## config.mk

```make
export PLATFORM = sky130hd
export DESIGN_NAME = eps_status_id_regs
export DESIGN_NICKNAME = d
export VERILOG_FILES = /design/src/eps_pkg.sv /design/src/eps_an_timer.sv /design/src/eps_status_id_regs.sv
export SDC_FILE = /design/constraint.sdc
export NUM_CORES = 1
export LEC_CHECK = 0
export ABC_AREA = 1
export BUFFER_PORTS_ARGS = -buffer_cell sky130_fd_sc_hd__buf_2
export CAP_MARGIN = 5
export CELL_PAD_IN_SITES_DETAIL_PLACEMENT = 1
export CELL_PAD_IN_SITES_GLOBAL_PLACEMENT = 1
export CORE_UTILIZATION = 29
export DETAILED_ROUTE_END_ITERATION = 8
export PLACE_DENSITY = 0.73
export SYNTH_ARGS = -nofsm -noshare
export SYNTH_HDL_FRONTEND = slang
export SYNTH_SLANG_ARGS = --single-unit
```

## constraint.sdc

```tcl
create_clock -name mclk -period 2.1 [get_ports mclk]
set_clock_uncertainty 0.15 [all_clocks]
set_input_delay 0.105 -clock mclk [delete_from_list [all_inputs] [get_ports mclk]]
set_output_delay 0.105 -clock mclk [all_outputs]
set_load 0.005 [all_outputs]
```

## src/eps_pkg.sv

```systemverilog
// Package with register map, field layout and timing of the emulated PHY status/ID block.
package eps_pkg;
  localparam logic [11:0] EPS_OFS_STATUS      = 12'h01c4;
  localparam logic [11:0] EPS_OFS_IDENT_UPPER = 12'h01c8;
  localparam logic [4:0]  EPS_IDX_STATUS      = 5'h01;
  localparam logic [4:0]  EPS_IDX_IDENT_UPPER = 5'h02;
  // Bit positions inside the 16-bit status word.
  localparam int EPS_BIT_T4       = 15;
  localparam int EPS_BIT_X_FD     = 14;
  localparam int EPS_BIT_X_HD     = 13;
  localparam int EPS_BIT_T_FD     = 12;
  localparam int EPS_BIT_T_HD     = 11;
  localparam int EPS_BIT_T2_FD    = 10;
  localparam int EPS_BIT_T2_HD    = 9;
  localparam int EPS_BIT_EXT_STAT = 8;
  localparam int EPS_BIT_RSVD7    = 7;
  localparam int EPS_BIT_PRE_SUP  = 6;
  localparam int EPS_BIT_AN_DONE  = 5;
  localparam int EPS_BIT_RFAULT   = 4;
  localparam int EPS_BIT_AN_ABLE  = 3;
  localparam int EPS_BIT_LINK     = 2;
  localparam int EPS_BIT_JABBER   = 1;
  localparam int EPS_BIT_EXT_CAP  = 0;
  // Fixed part of the status word, negotiation-complete bit excluded.
  localparam logic [15:0] EPS_STATUS_FIXED    = 16'h780d;
  // Identifier default; the value is arbitrary.
  localparam logic [15:0] EPS_IDENT_RESET     = 16'h0a5c;
  localparam logic [15:0] EPS_PAD_ZERO        = 16'h0000;
  // Emulated negotiation time after any reset.
  localparam int          EPS_AN_TIME_NS      = 80;
  localparam int          EPS_CLK_PERIOD_NS   = 10;
  localparam logic [3:0]  EPS_AN_CYCLES       =
    4'((EPS_AN_TIME_NS + EPS_CLK_PERIOD_NS - 1) / EPS_CLK_PERIOD_NS);
  localparam logic [3:0]  EPS_AN_RESET        = 4'h0;
endpackage

```

## src/eps_an_timer.sv

```systemverilog
// Emulated negotiation timer that raises a done level after a fixed delay.
`timescale 1ns/1ps
module eps_an_timer
  import eps_pkg::*;
(
  input  wire logic mclk,     // Device clock.
  input  wire logic resetn,   // Asynchronous reset, active low.
  input  wire logic clkEn,    // Clock enable, freezes state when low.
  input  wire logic restart,  // Soft reset pulse restarting negotiation.
  output logic      anDone    // Negotiation has completed.
);
  import eps_pkg::*;

  typedef struct packed {
    logic [3:0] cnt;
    logic       done;
  } eps_tmr_s;

  eps_tmr_s st_q;
  eps_tmr_s st_d;

  // Count up after reset, then hold done until the next restart.
  always_comb begin
    st_d = st_q;
    if (restart) begin
      st_d.cnt  = EPS_AN_RESET;
      st_d.done = 1'b0;
    end else if (!st_q.done) begin
      st_d.cnt = st_q.cnt + 4'h1;
      if (st_q.cnt + 4'h1 >= EPS_AN_CYCLES) begin
        st_d.done = 1'b1;
      end
    end
  end

  // State register.
  always_ff @(posedge mclk or negedge resetn) begin
    if (!resetn) begin
      st_q <= '0;
    end else if (clkEn) begin
      st_q <= st_d;
    end
  end

  assign anDone = st_q.done;
endmodule

```

## src/eps_status_id_regs.sv

```systemverilog
// Status and upper identification registers of the emulated PHY.
`timescale 1ns/1ps
// What this block does
// - Registers sit in 32-bit slots; bits 31:16 pad; serial path sees 16 bits.
// - Status bits 14 and 13 report 100 Mb/s X full and half duplex.
// - Status bits 12 and 11 report 10 Mb/s full and half duplex.
// - Status bits 15, 10 and 9 for unsupported media always read zero.
// - Status bit 8, extended status, always reads zero.
// - Status bit 6 reads zero: preamble suppression not accepted.
// - Negotiation-complete bit 5 clears on reset, sets after emulated negotiation.
// - Remote fault and jabber read zero; link status reads one.
// - Status bit 3 reads one: negotiation ability.
// - Status bit 0 reads one: extended register capability.
// - Upper identifier holds a writable 16-bit field, restored on reset.
// - Status bits are read-only; writes leave them unchanged.
// - Soft reset returns the identifier to its default and clears negotiation-complete; read data registers hold.
module eps_status_id_regs
  import eps_pkg::*;
(
  input  wire logic        mclk,       // Device clock, 100 MHz.
  input  wire logic        resetn,     // Asynchronous reset, active low.
  input  wire logic        clkEn,      // Clock enable, freezes state when low.
  input  wire logic        softReset,  // Self-clearing soft reset pulse.
  input  wire logic        memRd,      // Memory-mapped read strobe.
  input  wire logic        memWr,      // Memory-mapped write strobe.
  input  wire logic [11:0] memAddr,    // Memory-mapped byte address.
  input  wire logic [31:0] memWdata,   // Memory-mapped write data.
  output logic      [31:0] memRdata,   // Memory-mapped read data.
  output logic             memHit,     // Address decodes to this block.
  input  wire logic        mgmtRd,     // Serial management read strobe.
  input  wire logic        mgmtWr,     // Serial management write strobe.
  input  wire logic [4:0]  mgmtIdx,    // Serial management register index.
  input  wire logic [15:0] mgmtWdata,  // Serial management write data.
  output logic      [15:0] mgmtRdata,  // Serial management read data.
  output logic             mgmtHit,    // Index decodes to this block.
  output logic             anComplete  // Negotiation-complete level.
);
  import eps_pkg::*;

  typedef struct packed {
    logic [15:0] ident;
    logic [31:0] memRd;
    logic [15:0] mgmtRd;
  } eps_regs_s;

  eps_regs_s st_q;
  eps_regs_s st_d;
  logic        anDone;
  logic [15:0] statusWord;
  logic        memSelSt;
  logic        memSelId;
  logic        mgmtSelSt;
  logic        mgmtSelId;

  // Negotiation runs after hard reset and again after each soft reset.
  eps_an_timer u_timer (
    .mclk    (mclk),
    .resetn  (resetn),
    .clkEn   (clkEn),
    .restart (softReset),
    .anDone  (anDone)
  );

  // Status word is built from constants plus the live negotiation flag.
  always_comb begin
    statusWord = EPS_STATUS_FIXED;
    statusWord[EPS_BIT_AN_DONE] = anDone;
    statusWord[EPS_BIT_RSVD7]   = 1'b0;
  end

  // Address decode on both access paths.
  assign memSelSt  = (memAddr == EPS_OFS_STATUS);
  assign memSelId  = (memAddr == EPS_OFS_IDENT_UPPER);
  assign mgmtSelSt = (mgmtIdx == EPS_IDX_STATUS);
  assign mgmtSelId = (mgmtIdx == EPS_IDX_IDENT_UPPER);
  assign memHit    = memSelSt | memSelId;
  assign mgmtHit   = mgmtSelSt | mgmtSelId;

  // Next state: identifier writes, registered read data, soft reset.
  always_comb begin
    st_d = st_q;
    if (memWr && memSelId) begin
      st_d.ident = memWdata[15:0];
    end else if (mgmtWr && mgmtSelId) begin
      st_d.ident = mgmtWdata;
    end
    if (memRd) begin
      st_d.memRd = {EPS_PAD_ZERO, memSelSt ? statusWord :
                    memSelId ? st_q.ident : EPS_PAD_ZERO};
    end
    if (mgmtRd) begin
      st_d.mgmtRd = mgmtSelSt ? statusWord :
                    mgmtSelId ? st_q.ident : EPS_PAD_ZERO;
    end
    if (softReset) begin
      st_d.ident = EPS_IDENT_RESET;
    end
  end

  // State register.
  always_ff @(posedge mclk or negedge resetn) begin
    if (!resetn) begin
      st_q.ident  <= EPS_IDENT_RESET;
      st_q.memRd  <= '0;
      st_q.mgmtRd <= '0;
    end else if (clkEn) begin
      st_q <= st_d;
    end
  end

  assign memRdata   = st_q.memRd;
  assign mgmtRdata  = st_q.mgmtRd;
  assign anComplete = anDone;
endmodule

```

==> metrics.txt, run 1 <==
pwr dens 566 mW/mm^2; unrepaired setup endpoints after global routing false; Worst-path clk slew 0.09 ns; CTS Sinks 53; Initial DRC Count 132; global-route usage over all layers 15.8%; Reg2Reg Depth 4; maxcap violations 0; Die X 103 um; Slew Viols, Final 0; CTS resizes 0; FMAX 553 MHz; final WL 7830 um; grt total ovfl 0; Starting Density 30.3%; reg2reg start u_timer.anDone$_DFFE_PN0P_; Critical Path Fanout Max 19; final worst slack 0.292 ns; DR pass1 iterations 4; Synth Area per Inst 7.88 um^2; Leakage Power 1.99 nW; cts bufs inserted 5; Crit. End Element flip-flop; slowest CP cell dlygate4sd3_1; hold path depth 5; Place WS 0.320 ns; Ant. Diodes 0; Crit path largest cell delay 0.57 ns; Syn Std Cell Area 0.00299 mm^2; CTS HTree Levels 2; hold slack final -0.00270 ns; WHS Endpoint st_q[63]$_DFFE_PN0P_; Post-synth top flop dfrtp_1; Final setup viols 0; setup TNS 0 ns; r2r setup slk 0.86 ns; Routed wire per std cell 13.4 um; DR vias 2602; Worst R2R End u_timer.st_q[1]$_DFFE_PN0P_; Area Growth Syn to Fin 17.1%; critical path cell sequence buf_2, or2_4, nor2_8, nand3_4, buf_4, nand2_1, nand3_1, dlygate4sd3_1, nand2_1, nand2_1; worst vdd ir 0.234 mV; initial antenna violation count 0; share of the synthesized area in the top cell type 39.4%; sequential-to-total area share from yosys stat 44.7%; min Tclk post-route 1.81 ns; # DRC 0; vias in the first global route 2650; Synth Warn # 0; largest net degree at the start of global routing 21; Post-synth EDFFs 0; share of cells above drive strength 1 27.0%; Netlist cell types 31; full die area 0.0107 mm^2; CTS tree done; Port Buffers 91; core area 0.00986 mm^2; period utilization 86.1%; status finished, violations left; DR WL met2 3600 um; top cells by area, synth dfrtp_1 (39%), nand2_1 (16%), buf_4 (12%), dfstp_2 (5.3%), inv_1 (4.8%); # fillers 1238; Crit path max-delay family simple AND/OR/NAND/NOR gates; crit-path most repeated cell nand2_1; buffers and inverters on the worst path 3; Die Y 103 um; Async S/R FF share, synth 100%; crit path kind input port to flip-flop; count of non-filler cells in the finished layout 585; I/O pin total 124; Hold Crit Class input port to flip-flop; Syn Inst Count 379; worst-skew pair later-pin latency 0.31 ns; Hold Startpoint mgmtWdata[15]; Seq cells post-synth 53; cell taking the most area after synthesis dfrtp_1; Via density 4.45; CTS Buffer Depth 2; DPL Wire Length 6100 um; num rows 36; CP startpoint kind input port; Placed Instances 565; routed wl met3 374 um; max layer used met4; met1 WL 3760 um; Hold Violations, Final 1; root buf cell clkbuf_8; first-pass GRT wire length 12900 um; worst endpoint required time 2.19 ns; Worst EP arrival 1.90 ns; Antenna Violating Nets Remaining 0; RD Place Congestion 0.735; violated checks negative hold slack; Nets 525
synthesized netlist by cell type (2+ instances only):
library cell  count
buf_2             4
inv_1            38
nand2_1         125
nand2_2           3
nand4_1          17
clkinv_1          2
nand3_1          20
clkbuf_1          6
nor2_1            7
o21ai_0          13
dfrtp_1          47
dfstp_2           6
buf_4            49
inv_2             2
o21ai_1          10
o31ai_1          14
a31oi_1           2
what timing repair did:
item	CTS	global route
setup buffers	0	0
hold buffers	12	0
endpoints found under the hold margin	39	0
flip-flops by register name, summed over array words and instances (netlist names):
name	count
memRdata	16
mgmtRdata	16
st_q	16
u_timer.anDone	1
u_timer.st_q	4
cell type report:
type | count | area [um^2] | area share (%)
Inverter | 42 | 158 | 4.51
Timing Repair Buffer | 110 | 628 | 18.0
Tap cell | 133 | 166 | 4.76
Clock inverter | 2 | 10.0 | 0.286
Sequential cell | 53 | 1330 | 38.1
Multi-Input combinational cell | 239 | 1130 | 32.3
Clock buffer | 6 | 72.6 | 2.07
per-stage QoR:
step                      util [%]  hold slack (ns)  total power, mW  area, um^2
after CTS                     35.5         0.000990             2.00        3500
after global placement        33.4          -0.0807             1.41        3300
final                         35.5         -0.00270             1.98        3500
after floorplan                  -           -0.341             1.31        3040
after global routing          35.5           0.0148             2.09        3500
after detailed placement      33.4          -0.0781             1.42        3300
worst max path at each step:
stage / slack, ns / to / from / cells past startpoint
2_1_floorplan: 0.76 / st_q[53]$_DFFE_PN0P_ / memAddr[1] / 8
3_3_place_gp: 0.36 / memHit / memAddr[1] / 6
3_5_place_dp: 0.32 / memHit / memAddr[1] / 6
4_1_cts: 0.32 / mgmtHit / mgmtIdx[0] / 6
5_1_grt: 0.16 / mgmtHit / mgmtIdx[0] / 6
6_report: 0.29 / st_q[54]$_DFFE_PN1P_ / memAddr[1] / 10
cells by family after synthesis:
logic type	Yosys count	share of synthesized area [%]
flip-flops	53	44.7
buffers and inverters	102	19.4
other	1	0.126
AO/OA/AOI/OAI	43	8.71
AND/OR/NAND/NOR	178	26.4
adder cells (fa/ha/maj)	1	0.419
XOR/XNOR	1	0.293
metal layers:
metal | global-route usage (%) | vias to the layer above
li1 | - | 1290
met1 | 20.8 | 1221
met2 | 27.2 | 86
met3 | 1.88 | 5
met4 | 4.55 | 0
met5 | 0 | -
worst register-to-register path, delay by kind of cell, from the launching register on:
family                 cells  cell delay, ns
AOI/OAI and AO/OA          2            0.35
DFF                        1            0.47
and+or+nand+nor            1            0.07
buffers and inverters      1            0.09
where the power goes:
group	total [mW]	switching, mW	internal, mW
Combinational	0.290	0.173	0.117
Clock	0.564	0.332	0.232
Sequential	1.13	0.0415	1.08
cells in the final DEF, fill, tap and decap left out:
| cell | count |
|---|---|
| dlygate4sd3_1 | 12 |
| buf_2 | 91 |
| nand4_1 | 17 |
| nand3_4 | 1 |
| nand3_2 | 1 |
| a31oi_1 | 2 |
| nor2_2 | 1 |
| nor2_1 | 7 |
| ha_1 | 1 |
| nand2_1 | 125 |
| o21ai_1 | 10 |
| clkinv_1 | 2 |
| o22ai_1 | 1 |
| or2_4 | 1 |
| nand2_2 | 3 |
| clkbuf_8 | 5 |
| buf_4 | 7 |
| conb_1 | 16 |
| nand3_1 | 20 |
| clkbuf_1 | 1 |
| xor2_1 | 1 |
| inv_1 | 38 |
| dfrtp_1 | 47 |
| nor2_8 | 1 |
| dfstp_2 | 6 |
| clkinv_2 | 2 |
| a21boi_0 | 1 |
| a21oi_1 | 1 |
| o21ai_0 | 13 |
| a21oi_2 | 1 |
| nor3_1 | 1 |
| o31ai_1 | 14 |
| inv_2 | 2 |
Note: power is estimated with default switching activity, not from simulation.
==> run 2: changes to the inputs <==
--- a/config.mk
+++ b/config.mk
@@ -10,7 +10,9 @@
 export CAP_MARGIN = 5
 export CELL_PAD_IN_SITES_DETAIL_PLACEMENT = 1
 export CELL_PAD_IN_SITES_GLOBAL_PLACEMENT = 1
+export CORE_ASPECT_RATIO = 1.25
 export CORE_UTILIZATION = 29
+export CTS_BUF_LIST = sky130_fd_sc_hd__clkbuf_8
 export DETAILED_ROUTE_END_ITERATION = 8
 export PLACE_DENSITY = 0.73
 export SYNTH_ARGS = -nofsm -noshare
==> run 2 against run 1 <==
  * The flow still finishes with violations (negative hold slack)
  * Critical path depth is 4 lower
  * Sequential share of layout area fell by 0.62 points
  * Combinational power is 3% higher
  * Global-route usage is 0.16 points higher
  * Count of clock-buffer cells in the layout stayed put
  * First-iteration DRC count decreased by 33%
  * Critical endpoint is now memHit
  * Sequential power hardly changed
==> metrics.txt, run 2 (synthesis results as in run 1) <==
status finished, violations left; violated checks negative hold slack; Die X 92.8 um (-10%); root buf cell clkbuf_8; Worst-path clk slew 0.08 ns (about the same); critical path cell sequence buf_2, dlygate4sd3_1, nor3_2, nand2_1, nand2_2, buf_2; worst-skew pair later-pin latency 0.31 ns (about the same); period utilization 90.4% (+4.3 points); Sequential Power Share 55.9% (-1.0 points); cts bufs inserted 5 (unchanged); most common cell after layout, fill and taps aside nand2_1; Via density 4.41 (-0.82%); cell-internal power 1.47 mW (+2.4%); Nets 530 (+0.95%); Critical Path Fanout Max 8 (-11); Hold Violations, Final 1 (unchanged); first-pass GRT wire length 13200 um (+1.9%); slowest CP cell dlygate4sd3_1; crit-path most repeated cell buf_2; Antenna Violating Nets Remaining 0 (unchanged); CTS Buffer Depth 2 (unchanged); hold slack final -0.00351 ns (-0.000807 ns); Crit. End Element output port; setup TNS 0 ns (unchanged); CTS Sinks 53 (unchanged); maxcap violations 0 (unchanged); initial antenna violation count 0 (unchanged); Port Buffers 91 (unchanged); vias in the first global route 2708 (+2.2%); final WL 7960 um (+1.6%); final worst slack 0.201 ns (-0.0902 ns); I/O pin total 124 (unchanged); NetSw 0.540 mW (-1.0%); FMAX 527 MHz (-4.8%); Ant. Diodes 0 (unchanged); Post-CTS Setup Inserts 0 (unchanged); CP startpoint kind input port; worst endpoint required time 1.85 ns (-0.34 ns); Worst EP arrival 1.64 ns (-0.26 ns); Slew Viols, Final 0 (unchanged); # fillers 1289 (+4.1%); Leakage Power 2.02 nW (+1.5%); unrepaired setup endpoints after global routing false; Starting Density 29.7% (-0.57 points); global-route usage over all layers 15.9% (+0.16 points); largest net degree at the start of global routing 23 (+9.5%); combinational power share 14.9% (+0.3 points); full die area 0.0107 mm^2 (about the same); Final setup viols 0 (unchanged); most frequent cells in the layout nand2_1 (125), buf_2 (91), dfrtp_1 (47), inv_1 (40), nand3_1 (20); CTS tree done; core area 0.0101 mm^2 (+1.9%); Clock Power Share 29.1% (+0.6 points); Crit path largest cell delay 0.56 ns (about the same); pwr dens 565 mW/mm^2 (-0.20%); r2r setup slk 0.78 ns (-0.08 ns); Initial DRC Count 89 (-33%); grt total ovfl 0 (unchanged); CTS HTree Levels 2 (unchanged); DR vias 2585 (-0.65%); DPL Wire Length 6050 um (-0.79%); worst vdd ir 0.243 mV (+4.2%); Area Growth Syn to Fin 19.1%; # DRC 0 (unchanged); Place WS 0.359 ns (+0.0390 ns); share of cells above drive strength 1 26.7% (-0.30 points); num rows 41 (+14%); RD Place Congestion 0.757 (+3.0%); Die Y 115 um (+12%); Routed wire per std cell 13.6 um (+1.5%); Hold Crit Class input port to flip-flop; crit path kind input port to output port; Switching Fraction 26.9% (-0.67 points); min Tclk post-route 1.90 ns (+0.0902 ns); DR pass1 iterations 4 (unchanged)
==> run 2: layer usage <==
layer	wire, um	global-route usage [%]	vias to the layer above
li1	-	-	1293
met1	3510	19.2	1197
met2	3910	28.4	85
met3	367	2.43	10
met4	171	6.36	0
met5	0	0	-
==> run 2: what timing repair did <==
| action | CTS | global route |
|---|---|---|
| setup endpoints to repair | 0 | 1 |
| hold buffers | 17 | 0 |
| endpoints found under the hold margin | 34 | 0 |
| gates resized for setup | 0 | 1 |
==> run 2: power groups by stage <==
stage | clock [mW] | combinational [mW] | sequential, mW
after detailed placement | 0 | 0.276 | 1.14
after floorplan | 0 | 0.185 | 1.13
final | 0.585 | 0.300 | 1.12
after global placement | 0 | 0.266 | 1.14
after CTS | 0.606 | 0.301 | 1.12
after global routing | 0.648 | 0.346 | 1.13
==> run 2: area by class of cell <==
| class | instances | area (um^2) | share of cell area (%) |
|---|---|---|---|
| Tap cell | 129 | 161 | 4.54 |
| Multi-Input combinational cell | 239 | 1130 | 31.9 |
| Clock buffer | 6 | 82.6 | 2.32 |
| Clock inverter | 2 | 7.51 | 0.211 |
| Timing Repair Buffer | 115 | 678 | 19.1 |
| Inverter | 42 | 158 | 4.43 |
| Sequential cell | 53 | 1330 | 37.5 |
==> run 2: stage by stage <==
step	utilization (%)	std cells	hold slack (ns)	area (um^2)	power, mW
floorplan	-	394	-0.341	3040	1.31
global placement	32.7	561	-0.0642	3290	1.41
detailed placement	32.7	561	-0.0579	3290	1.42
CTS	35.3	586	0.00501	3550	2.03
global route	35.4	586	0.0189	3560	2.13
finish	35.4	586	-0.00351	3560	2.01
==> run 2: path summary, 6_finish.rpt <==
kind,from,to,cells after the start
min reg2reg,mgmtRdata[14]$_DFFE_PN0P_,mgmtRdata[14]$_DFFE_PN0P_,2
max reg2reg,u_timer.anDone$_DFFE_PN0P_,u_timer.st_q[3]$_DFFE_PN0P_,4
max in group asynchronous,resetn,memRdata[3]$_DFFE_PN0P_,3
min,mgmtWdata[2],st_q[50]$_DFFE_PN1P_,5
max,memAddr[3],memHit,6
min in group asynchronous,resetn,mgmtRdata[1]$_DFFE_PN0P_,2
==> run 2: critical path, delay by kind of cell <==
| kind | cells | cell delay (ns) |
|---|---|---|
| buf+inv | 3 | 0.81 |
| simple gates | 3 | 0.72 |
